[src/verilog/sequencer_pkg.sv]
// shared constants for the regulator setpoint and enable sequencer
package sequencer_pkg;

  // byte offsets of the register map
  localparam logic [7:0] REGULATOR_A_CONTROL_OFFSET       = 8'h02;
  localparam logic [7:0] REGULATOR_B_CONTROL_OFFSET       = 8'h04;
  localparam logic [7:0] REGULATOR_A_SETPOINT_OFFSET      = 8'h06;
  localparam logic [7:0] REGULATOR_B_SETPOINT_OFFSET      = 8'h07;
  localparam logic [7:0] REGULATOR_A_DELAYS_OFFSET        = 8'h0C;
  localparam logic [7:0] REGULATOR_B_DELAYS_OFFSET        = 8'h0D;
  localparam logic [7:0] GENERAL_OUTPUT_A_DELAYS_OFFSET   = 8'h10;
  localparam logic [7:0] GENERAL_OUTPUT_B_DELAYS_OFFSET   = 8'h11;
  localparam logic [7:0] GENERAL_OUTPUT_CONTROL_OFFSET    = 8'h12;
  localparam logic [7:0] CONFIGURATION_OFFSET             = 8'h13;
  localparam logic [7:0] SEQUENCE_STATUS_OFFSET           = 8'h1F;

  // field positions
  localparam int REG_ENABLE_BIT        = 0;
  localparam int REG_PIN_GATING_BIT    = 1;
  localparam int GPO_A_LEVEL_BIT       = 0;
  localparam int GPO_A_PIN_GATING_BIT  = 1;
  localparam int GPO_B_LEVEL_BIT       = 4;
  localparam int GPO_B_PIN_GATING_BIT  = 5;
  localparam int STARTUP_RANGE_BIT     = 6;
  localparam int SHUTDOWN_RANGE_BIT    = 5;
  localparam int TURNON_FIELD_LSB      = 0;
  localparam int TURNOFF_FIELD_LSB     = 4;
  localparam int DELAY_FIELD_WIDTH     = 4;

  // reset values of the stored registers
  localparam logic [7:0] CONTROL_RESET  = 8'h00;
  localparam logic [7:0] SETPOINT_RESET = 8'h00;
  localparam logic [7:0] DELAYS_RESET   = 8'h00;
  localparam logic [7:0] CONFIG_RESET   = 8'h00;

  // setpoint code ranges and voltage mapping, in millivolts
  localparam logic [7:0]  SETPOINT_FIRST_VALID = 8'h4C;
  localparam logic [7:0]  SETPOINT_FINE_LAST   = 8'h9D;
  localparam logic [7:0]  SETPOINT_COARSE_BASE = 8'h9E;
  localparam logic [11:0] FINE_BASE_MV         = 12'h3E8;
  localparam logic [11:0] FINE_STEP_MV         = 12'h005;
  localparam logic [11:0] COARSE_BASE_MV       = 12'h58C;
  localparam logic [11:0] COARSE_STEP_MV       = 12'h014;

  // delay time base: one step of the short range
  localparam int CLOCK_PERIOD_NS = 10;
  localparam int DELAY_STEP_NS   = 500000;
  localparam int DELAY_STEP_CYCLES = DELAY_STEP_NS / CLOCK_PERIOD_NS;

endpackage : sequencer_pkg

[src/verilog/sequence_delay_channel.sv]
// one delayed follower of the enable pin, restartable on every edge
`timescale 1ns/1ps
module sequence_delay_channel
  import sequencer_pkg::*;
#(
  parameter int STEP_CYCLES = DELAY_STEP_CYCLES
) (
  input  wire logic       ref_clk_in,
  input  wire logic       rst_in,
  input  wire logic       pin_level_in,
  input  wire logic       pin_edge_in,
  input  wire logic [3:0] delay_code_in,
  input  wire logic       long_range_in,
  output logic            level_out,
  output logic            busy_out
);

  typedef enum logic {IDLE, COUNTING} channel_state_t;

  localparam int CW = (STEP_CYCLES > 1) ? $clog2(STEP_CYCLES) : 1;
  localparam logic [CW-1:0] LAST_CYCLE = CW'(STEP_CYCLES - 1);

  channel_state_t  state;
  logic [CW-1:0]   cycle_cnt;
  logic [4:0]      steps_left;
  logic            pending_level;
  wire  logic [4:0] step_target;
  wire  logic       step_done;

  // long range doubles the count of half-millisecond steps
  assign step_target = long_range_in ? {delay_code_in, 1'b0}
                                     : {1'b0, delay_code_in};
  assign step_done   = (cycle_cnt == LAST_CYCLE);
  assign busy_out    = (state == COUNTING);

  // a new edge always wins, so a pending delay is dropped and retimed
  always_ff @(posedge ref_clk_in) begin
    if (rst_in) begin
      state         <= IDLE;
      cycle_cnt     <= '0;
      steps_left    <= 5'h00;
      pending_level <= 1'b0;
      level_out     <= 1'b0;
    end else if (pin_edge_in) begin
      cycle_cnt     <= '0;
      steps_left    <= step_target;
      pending_level <= pin_level_in;
      if (step_target == 5'h00) begin
        level_out <= pin_level_in;
        state     <= IDLE;
      end else begin
        state <= COUNTING;
      end
    end else if (state == COUNTING) begin
      // the prescaler restarts per edge, so no phase error on the step
      cycle_cnt <= step_done ? '0 : cycle_cnt + 1'b1;
      if (step_done) begin
        if (steps_left == 5'h01) begin
          level_out <= pending_level;
          state     <= IDLE;
        end
        steps_left <= steps_left - 5'h01;
      end
    end
  end

endmodule // sequence_delay_channel

[src/verilog/regulator_setpoint_and_enable_sequencer.sv]
// register file, setpoint mapping and enable sequencing of two regulators
//
// Functional notes
// codes below 0x4C are reserved; device maps them to zero millivolts.
// codes 0x4C to 0x9D give 1 V to 1.405 V in 5 mV steps.
// codes 0x9E to 0xFF give 1.42 V to 3.36 V in 20 mV steps.
// regulator A has an 8-bit read-write setpoint register.
// regulator B has its own setpoint register with identical mapping.
// regulator A turns on after its turn-on delay from pin rise.
// regulator A turns off after its turn-off delay from pin fall.
// regulator B turns on after its turn-on delay from pin rise.
// regulator B turns off after its turn-off delay from pin fall.
// general output A rises after its rise delay from pin rise.
// general output A falls after its fall delay from pin fall.
// general output B rises after its rise delay from pin rise.
// general output B falls after its fall delay from pin fall.
// short range: code N gives N times 0.5 ms, zero is immediate.
// startup range bit set gives 1 ms steps, up to 15 ms.
// shutdown range bit set gives 1 ms steps, up to 15 ms.
// configuration bit 6 selects startup range for all channels.
// configuration bit 5 selects shutdown range for all channels.
// with pin gating set, output needs enable bit and delayed pin.
// an edge during a pending delay restarts timing from that edge.
// delay timers count from a time base exact to 0.5 ms.
`timescale 1ns/1ps
module regulator_setpoint_and_enable_sequencer
  import sequencer_pkg::*;
#(
  parameter int STEP_CYCLES = DELAY_STEP_CYCLES
) (
  input  wire logic        ref_clk_in,
  input  wire logic        rst_in,
  input  wire logic        enable_pin_in,
  input  wire logic [7:0]  reg_addr_in,
  input  wire logic [7:0]  reg_wdata_in,
  input  wire logic        reg_write_in,
  input  wire logic        reg_read_in,
  output logic      [7:0]  reg_rdata_out,
  output logic             regulator_a_on_out,
  output logic             regulator_b_on_out,
  output logic             general_output_a_out,
  output logic             general_output_b_out,
  output logic      [7:0]  regulator_a_setpoint_code_out,
  output logic      [7:0]  regulator_b_setpoint_code_out,
  output logic      [11:0] regulator_a_target_mv_out,
  output logic      [11:0] regulator_b_target_mv_out
);

  // channel slots; the status word packs busy flags in this order
  localparam int CHANNELS = 4;
  localparam int CH_REG_A = 0;
  localparam int CH_REG_B = 1;
  localparam int CH_GPO_A = 2;
  localparam int CH_GPO_B = 3;

  // stored registers
  logic [7:0] regulator_a_control;
  logic [7:0] regulator_b_control;
  logic [7:0] regulator_a_voltage_setpoint;
  logic [7:0] regulator_b_voltage_setpoint;
  logic [7:0] regulator_a_sequence_delays;
  logic [7:0] regulator_b_sequence_delays;
  logic [7:0] general_output_a_sequence_delays;
  logic [7:0] general_output_b_sequence_delays;
  logic [7:0] general_output_control;
  logic [7:0] configuration;

  // enable pin edge detection
  logic       pin_q;
  wire  logic pin_edge;

  // channel wiring
  wire  logic [7:0] channel_delays [CHANNELS];
  wire  logic [3:0] channel_code   [CHANNELS];
  wire  logic [CHANNELS-1:0] channel_level;
  wire  logic [CHANNELS-1:0] channel_busy;

  // decode and register read mux
  wire  logic       hit_reg_a_ctrl;
  wire  logic       hit_reg_b_ctrl;
  wire  logic       hit_reg_a_set;
  wire  logic       hit_reg_b_set;
  wire  logic       hit_reg_a_dly;
  wire  logic       hit_reg_b_dly;
  wire  logic       hit_gpo_a_dly;
  wire  logic       hit_gpo_b_dly;
  wire  logic       hit_gpo_ctrl;
  wire  logic       hit_config;
  wire  logic       hit_status;
  wire  logic [7:0] status_word;
  wire  logic [7:0] next_rdata;

  // range select and gated output terms
  wire  logic startup_long;
  wire  logic shutdown_long;
  wire  logic active_long;
  wire  logic [11:0] regulator_a_target_mv;
  wire  logic [11:0] regulator_b_target_mv;
  wire  logic next_regulator_a_on;
  wire  logic next_regulator_b_on;
  wire  logic next_general_output_a;
  wire  logic next_general_output_b;

  // setpoint to millivolt mapping, shared by both regulators
  function automatic logic [11:0] setpoint_to_mv(input logic [7:0] code);
    logic [11:0] fine_offset;
    logic [11:0] coarse_offset;
    // both offsets are formed up front; only the matching one is used
    fine_offset   = {4'h0, code - SETPOINT_FIRST_VALID};
    coarse_offset = {4'h0, code - SETPOINT_COARSE_BASE};
    if (code < SETPOINT_FIRST_VALID) begin
      setpoint_to_mv = 12'h000;
    end else if (code <= SETPOINT_FINE_LAST) begin
      setpoint_to_mv = FINE_BASE_MV + 12'(fine_offset * FINE_STEP_MV);
    end else begin
      setpoint_to_mv = COARSE_BASE_MV
                     + 12'(coarse_offset * COARSE_STEP_MV);
    end
  endfunction

  // address decode
  assign hit_reg_a_ctrl = (reg_addr_in == REGULATOR_A_CONTROL_OFFSET);
  assign hit_reg_b_ctrl = (reg_addr_in == REGULATOR_B_CONTROL_OFFSET);
  assign hit_reg_a_set  = (reg_addr_in == REGULATOR_A_SETPOINT_OFFSET);
  assign hit_reg_b_set  = (reg_addr_in == REGULATOR_B_SETPOINT_OFFSET);
  assign hit_reg_a_dly  = (reg_addr_in == REGULATOR_A_DELAYS_OFFSET);
  assign hit_reg_b_dly  = (reg_addr_in == REGULATOR_B_DELAYS_OFFSET);
  assign hit_gpo_a_dly  = (reg_addr_in == GENERAL_OUTPUT_A_DELAYS_OFFSET);
  assign hit_gpo_b_dly  = (reg_addr_in == GENERAL_OUTPUT_B_DELAYS_OFFSET);
  assign hit_gpo_ctrl   = (reg_addr_in == GENERAL_OUTPUT_CONTROL_OFFSET);
  assign hit_config     = (reg_addr_in == CONFIGURATION_OFFSET);
  assign hit_status     = (reg_addr_in == SEQUENCE_STATUS_OFFSET);

  // live sequencing state: busy timers in the high nibble, levels low
  // busy bits show a delay still counting, useful before a re-trigger
  assign status_word = {channel_busy, general_output_b_out,
                        general_output_a_out, regulator_b_on_out,
                        regulator_a_on_out};

  // unmapped offsets read as zero
  assign next_rdata =
      hit_reg_a_ctrl ? regulator_a_control :
      hit_reg_b_ctrl ? regulator_b_control :
      hit_reg_a_set  ? regulator_a_voltage_setpoint :
      hit_reg_b_set  ? regulator_b_voltage_setpoint :
      hit_reg_a_dly  ? regulator_a_sequence_delays :
      hit_reg_b_dly  ? regulator_b_sequence_delays :
      hit_gpo_a_dly  ? general_output_a_sequence_delays :
      hit_gpo_b_dly  ? general_output_b_sequence_delays :
      hit_gpo_ctrl   ? general_output_control :
      hit_config     ? configuration :
      hit_status     ? status_word : 8'h00;

  // control writes; unimplemented bits are dropped and read back zero
  always_ff @(posedge ref_clk_in) begin
    if (rst_in) begin
      regulator_a_control    <= CONTROL_RESET;
      regulator_b_control    <= CONTROL_RESET;
      general_output_control <= CONTROL_RESET;
      configuration          <= CONFIG_RESET;
    end else if (reg_write_in) begin
      if (hit_reg_a_ctrl) regulator_a_control <= reg_wdata_in & 8'h03;
      if (hit_reg_b_ctrl) regulator_b_control <= reg_wdata_in & 8'h03;
      if (hit_gpo_ctrl)   general_output_control <= reg_wdata_in & 8'h33;
      if (hit_config)     configuration <= reg_wdata_in & 8'h60;
    end
  end

  // setpoint and delay writes; a reserved setpoint code is stored as
  // written, the host is expected not to use it
  always_ff @(posedge ref_clk_in) begin
    if (rst_in) begin
      regulator_a_voltage_setpoint     <= SETPOINT_RESET;
      regulator_b_voltage_setpoint     <= SETPOINT_RESET;
      regulator_a_sequence_delays      <= DELAYS_RESET;
      regulator_b_sequence_delays      <= DELAYS_RESET;
      general_output_a_sequence_delays <= DELAYS_RESET;
      general_output_b_sequence_delays <= DELAYS_RESET;
    end else if (reg_write_in) begin
      if (hit_reg_a_set)  regulator_a_voltage_setpoint <= reg_wdata_in;
      if (hit_reg_b_set)  regulator_b_voltage_setpoint <= reg_wdata_in;
      if (hit_reg_a_dly)  regulator_a_sequence_delays <= reg_wdata_in;
      if (hit_reg_b_dly)  regulator_b_sequence_delays <= reg_wdata_in;
      if (hit_gpo_a_dly)  general_output_a_sequence_delays <= reg_wdata_in;
      if (hit_gpo_b_dly)  general_output_b_sequence_delays <= reg_wdata_in;
    end
  end

  // read data is captured on the read strobe and held until the next
  // one, so the host may fetch it at any later time
  always_ff @(posedge ref_clk_in) begin
    if (rst_in) begin
      reg_rdata_out <= 8'h00;
    end else if (reg_read_in) begin
      reg_rdata_out <= next_rdata;
    end
  end

  // enable pin is synchronous; any change is an edge for every channel
  // an asynchronous source needs a two-stage synchroniser ahead of it
  assign pin_edge = (enable_pin_in != pin_q);

  always_ff @(posedge ref_clk_in) begin
    if (rst_in) begin
      pin_q <= 1'b0;
    end else begin
      pin_q <= enable_pin_in;
    end
  end

  // global range selects apply to every channel alike
  assign startup_long  = configuration[STARTUP_RANGE_BIT];
  assign shutdown_long = configuration[SHUTDOWN_RANGE_BIT];

  // delay registers in channel order
  assign channel_delays[CH_REG_A] = regulator_a_sequence_delays;
  assign channel_delays[CH_REG_B] = regulator_b_sequence_delays;
  assign channel_delays[CH_GPO_A] = general_output_a_sequence_delays;
  assign channel_delays[CH_GPO_B] = general_output_b_sequence_delays;

  // the new pin level picks the range, as it picks the field below
  assign active_long = enable_pin_in ? startup_long
                                     : shutdown_long;

  // one timer per output; field is picked by the direction of the edge
  for (genvar ch = 0; ch < CHANNELS; ch++) begin : g_channel
    // rising edge uses the low nibble, falling edge the high nibble
    assign channel_code[ch] = enable_pin_in
        ? channel_delays[ch][TURNON_FIELD_LSB +:
                             DELAY_FIELD_WIDTH]
        : channel_delays[ch][TURNOFF_FIELD_LSB +:
                             DELAY_FIELD_WIDTH];

    sequence_delay_channel #(
      .STEP_CYCLES (STEP_CYCLES)
    ) u_delay (
      .ref_clk_in    (ref_clk_in),
      .rst_in        (rst_in),
      .pin_level_in  (enable_pin_in),
      .pin_edge_in   (pin_edge),
      .delay_code_in (channel_code[ch]),
      .long_range_in (active_long),
      .level_out     (channel_level[ch]),
      .busy_out      (channel_busy[ch])
    );
  end

  // pin gating: the enable bit alone, or the bit and the delayed pin
  assign next_regulator_a_on =
      regulator_a_control[REG_ENABLE_BIT] &
      (~regulator_a_control[REG_PIN_GATING_BIT] |
       channel_level[CH_REG_A]);
  assign next_regulator_b_on =
      regulator_b_control[REG_ENABLE_BIT] &
      (~regulator_b_control[REG_PIN_GATING_BIT] |
       channel_level[CH_REG_B]);
  assign next_general_output_a =
      general_output_control[GPO_A_LEVEL_BIT] &
      (~general_output_control[GPO_A_PIN_GATING_BIT] |
       channel_level[CH_GPO_A]);
  assign next_general_output_b =
      general_output_control[GPO_B_LEVEL_BIT] &
      (~general_output_control[GPO_B_PIN_GATING_BIT] |
       channel_level[CH_GPO_B]);

  // both regulators share one mapping, so a code means one voltage
  assign regulator_a_target_mv =
      setpoint_to_mv(regulator_a_voltage_setpoint);
  assign regulator_b_target_mv =
      setpoint_to_mv(regulator_b_voltage_setpoint);

  // all outputs leave from flops, costing one cycle of latency
  always_ff @(posedge ref_clk_in) begin
    if (rst_in) begin
      regulator_a_on_out   <= 1'b0;
      regulator_b_on_out   <= 1'b0;
      general_output_a_out <= 1'b0;
      general_output_b_out <= 1'b0;
    end else begin
      regulator_a_on_out   <= next_regulator_a_on;
      regulator_b_on_out   <= next_regulator_b_on;
      general_output_a_out <= next_general_output_a;
      general_output_b_out <= next_general_output_b;
    end
  end

  // setpoint copies lag the register by one cycle, codes and volts alike
  always_ff @(posedge ref_clk_in) begin
    if (rst_in) begin
      regulator_a_setpoint_code_out <= 8'h00;
      regulator_b_setpoint_code_out <= 8'h00;
      regulator_a_target_mv_out     <= 12'h000;
      regulator_b_target_mv_out     <= 12'h000;
    end else begin
      regulator_a_setpoint_code_out <= regulator_a_voltage_setpoint;
      regulator_b_setpoint_code_out <= regulator_b_voltage_setpoint;
      regulator_a_target_mv_out     <= regulator_a_target_mv;
      regulator_b_target_mv_out     <= regulator_b_target_mv;
    end
  end

endmodule // regulator_setpoint_and_enable_sequencer

[config.mk]
export PLATFORM = sky130hd
export DESIGN_NAME = regulator_setpoint_and_enable_sequencer
export DESIGN_NICKNAME = d
export VERILOG_FILES = /design/src/verilog/sequencer_pkg.sv /design/src/verilog/sequence_delay_channel.sv /design/src/verilog/regulator_setpoint_and_enable_sequencer.sv
export SDC_FILE = /design/constraint.sdc
export NUM_CORES = 1
export LEC_CHECK = 0
export ABC_AREA = 1
export BUFFER_PORTS_ARGS = -buffer_cell sky130_fd_sc_hd__buf_2
export CAP_MARGIN = 20
export CORE_ASPECT_RATIO = 1.2
export CORE_UTILIZATION = 40
export DETAILED_ROUTE_END_ITERATION = 12
export GPL_ROUTABILITY_DRIVEN = 1
export HOLD_SLACK_MARGIN = 0.05
export SLEW_MARGIN = 0
export SYNTH_ARGS = -nofsm -noshare
export SYNTH_HDL_FRONTEND = slang
export SYNTH_HIERARCHICAL = 1
export SYNTH_SLANG_ARGS = --single-unit
[constraint.sdc]
create_clock -name ref_clk_in -period 4.3 [get_ports ref_clk_in]
set_input_delay 1.075 -clock ref_clk_in [delete_from_list [all_inputs] [get_ports ref_clk_in]]
set_output_delay 1.075 -clock ref_clk_in [all_outputs]
set_load 0.05 [all_outputs]
==> impl_results.md <==
- Uppermost routed layer: met4
- Initial antenna violation count: 0
- Commonest non-fill, non-tap cell in the layout: nand2_1
- Max VDD drop: 0.307 mV
- Avg Cell Area, Syn: 6.91 um^2
- Worst path required time: 4.77 ns
- Post-CTS Setup Bufs: 0
- Synth-to-Final Area Change: 14.1%
- Post-synth ARST share: 0
- Placed instance count: 2274
- Yosys warning count: 6
- Synth Flop Type: dfxtp_1
- TritonCTS Buffers: 25
- Final setup margin: 1.00 ns
- R2R Path Start: regulator_a_voltage_setpoint[3]
- Initial Util: 0.410
- Vias in the first global route: 11364
- Total number of vias: 11712
- Largest net degree at the start of global routing: 27
- CTS sink cnt: 207
- Max_cap viols: 0
- Max FO, Critical Path: 6
- Fin cells: 2319
- CTS Buffer Depth: 3
- Skew final: 0.0179 ns
- CTS tree: yes
- # DRC: 0
- Core area: 30700 um^2
- PwrDens: 331 nW/um^2
- Hold Vio Cnt, Final: 0
- CTS Hold Bufs: 0
- Global-route usage over all layers: 0.210
- Hold_sp: regulator_b_control[0]
- Seq/Total Area, Yosys: 0.329
- Most frequent CP cell: ha_1
- RSZ-0062 raised after global routing: no
- Commonest non-fill, non-tap cells in the layout: nand2_1 (399), inv_1 (228), nor2_1 (213)
- TNS Setup: 0 ns
- Worst path arrival time: 3.77 ns
- Max Freq: 303 MHz
- Critical path cell sequence: ha_1 > nor2_1 > nor2_1 > inv_1 > ha_1 > ha_1 > ha_1 > fa_1 > nand2_1 > nand2_1 > a21oi_1 > o21ai_0 > a21oi_1 > or2_2 > nand3_1 > a21oi_2
- Min Hold Slack: 0.457 ns
- Flops & latches, synth: 207
- Final ANT Viol Nets: 0
- Die W: 164 um
- GRT overflow: 0
- Placer Congestion: 0.912
- Placed cell areas: 13400 um^2
- Synthesized instance count: 1823
- Wire length per cell: 14.0 um
- Worst setup path class: flip-flop to flip-flop
- Full die area: 32200 um^2
- Hold Path Class: flip-flop to flip-flop
- Cell area after layout: 14400 um^2
- Met3 WL: 1.60 mm
- Crit. Startpoint: regulator_a_voltage_setpoint[3]
- First DRT Iteration DRCs: 528
- Via/cell ratio: 5.05
- Synthesized area: 12600 um^2
- Drt pass-1 iters: 5
- Slew @ Worst Pin: 0.772 ns
- Htree depth: 1
- Die height: 196 um
- Tcrit/Tclk final: 0.767
- Filler cells: 3161
- Post-synth EDFFs: 0
- Root Buffer: clkbuf_16
- Total Routed Length: 32.5 mm
- Status: finished, final reports clean
- Max incr delay on CP: 0.44 ns
- Pleak: 6.49 nW
- CP max-delay cell: dfxtp_1
- Met2 wire length: 15.3 mm
- Post-CTS sizing: 0
- Number of top-level design ports: 73
- # setup viols final: 0
- Crit. End Element: flip-flop
- Synth Net Count: 1921
- PortBufs: 72
- Dpl ws: 1.03 ns
- Row cnt: 70
- Layout cells sized above 1: 0.136
- Clock transition at path regs: 0.06 ns
- Min cycle time layout: 3.30 ns
- Worst setup SP type: flip-flop
- Diodes inserted: 0
- Post-synth cell types: 49
- Count of final max-slew check failures: 0
- Max transition margin: 0.486
- First-pass GRT wire length: 55.3 mm
- Nets: 2003
- DP HPWL: 24.6 mm
- M1 WL: 14.8 mm
- Worst-Skew Late Latency: 0.54 ns
==> synthesized netlist by cell type, types with 19 or more instances <==
master | instances | area share
o21ai_0 | 118 | 0.047
nand2_2 | 19 | 0.0094
a21oi_1 | 154 | 0.061
inv_1 | 228 | 0.068
nor2_4 | 20 | 0.018
nor2_1 | 213 | 0.064
ha_1 | 65 | 0.065
nand4_1 | 27 | 0.013
nand3_1 | 107 | 0.043
nor2_2 | 21 | 0.010
nand2_1 | 399 | 0.12
nor3_1 | 41 | 0.016
dfxtp_1 | 207 | 0.33
xor2_1 | 38 | 0.026
==> path summary, 6_finish.rpt <==
check | to | slack [ns] | cells after the start
setup / recovery | regulator_a_target_mv_out[10] | 1.00 | 16
hold reg to reg | regulator_b_on_out | 0.46 | 2
hold / removal | regulator_b_on_out | 0.46 | 2
setup reg to reg | regulator_a_target_mv_out[10] | 1.00 | 16
==> where the power goes <==
group / switching [mW] / internal [mW] / leakage, nW
registers: 0.0233 / 1.95 / 1.67
logic: 0.240 / 0.110 / 4.36
clock network: 0.883 / 1.55 / 0.453
total: 1.15 / 3.61 / 6.49
==> worst max-delay path, delay by kind of cell (launching register included) <==
family	cells	cell delay, ns
adder cells (fa/ha/maj)	5	1.43
AND/OR/NAND/NOR	6	0.65
AO/OA/AOI/OAI	4	0.61
flip-flops	1	0.44
buffers and inverters	1	0.10
==> per-stage QoR <==
stage                     power [mW]   util
after CTS                       4.82  0.467
after detailed placement        2.37  0.436
after global placement          2.36  0.436
after global routing            4.95  0.467
final                           4.76  0.467
after floorplan                 2.27      -
==> metal layers <==
metal / vias to the layer above / global-route usage
met4: 0 / 0.0669
met2: 233 / 0.361
met1: 5369 / 0.267
li1: 6052 / -
met3: 58 / 0.0299
met5: - / 0
==> cell families after synthesis <==
kind of cell               after synthesis  share of synthesized area
and+or+nand+nor                        898                      0.332
xor gates and xnor gates                46                     0.0344
muxes                                    4                    0.00318
adders and majority gates               77                     0.0837
DFF                                    207                      0.329
buffers and inverters                  276                     0.0857
AOI/OAI and AO/OA                      315                      0.132
==> area by class of cell <==
type                    instances  area, um^2  share of cell area
well taps                     396         495              0.0345
inverters                     249         945              0.0658
clock buffers                  29         681              0.0474
repair buffers                 82         435              0.0303
clock inverters                16         275              0.0192
flip-flops and latches        207        4140               0.289
multi-input cells            1340        7390               0.514
==> registers in the layout (all words and copies together), names as in the netlist, 8 cells and up <==
signal,flops
regulator_a_target_mv_out,12
g_channel.u_delay/steps_left,20
regulator_a_setpoint_code_out,8
regulator_a_sequence_delays,8
general_output_a_sequence_delays,8
regulator_b_voltage_setpoint,8
regulator_a_voltage_setpoint,8
g_channel.u_delay/cycle_cnt,64
regulator_b_sequence_delays,8
regulator_b_target_mv_out,12
regulator_b_setpoint_code_out,8
general_output_b_sequence_delays,8
reg_rdata_out,8
No activity file was read; power rests on OpenSTA's default activity.
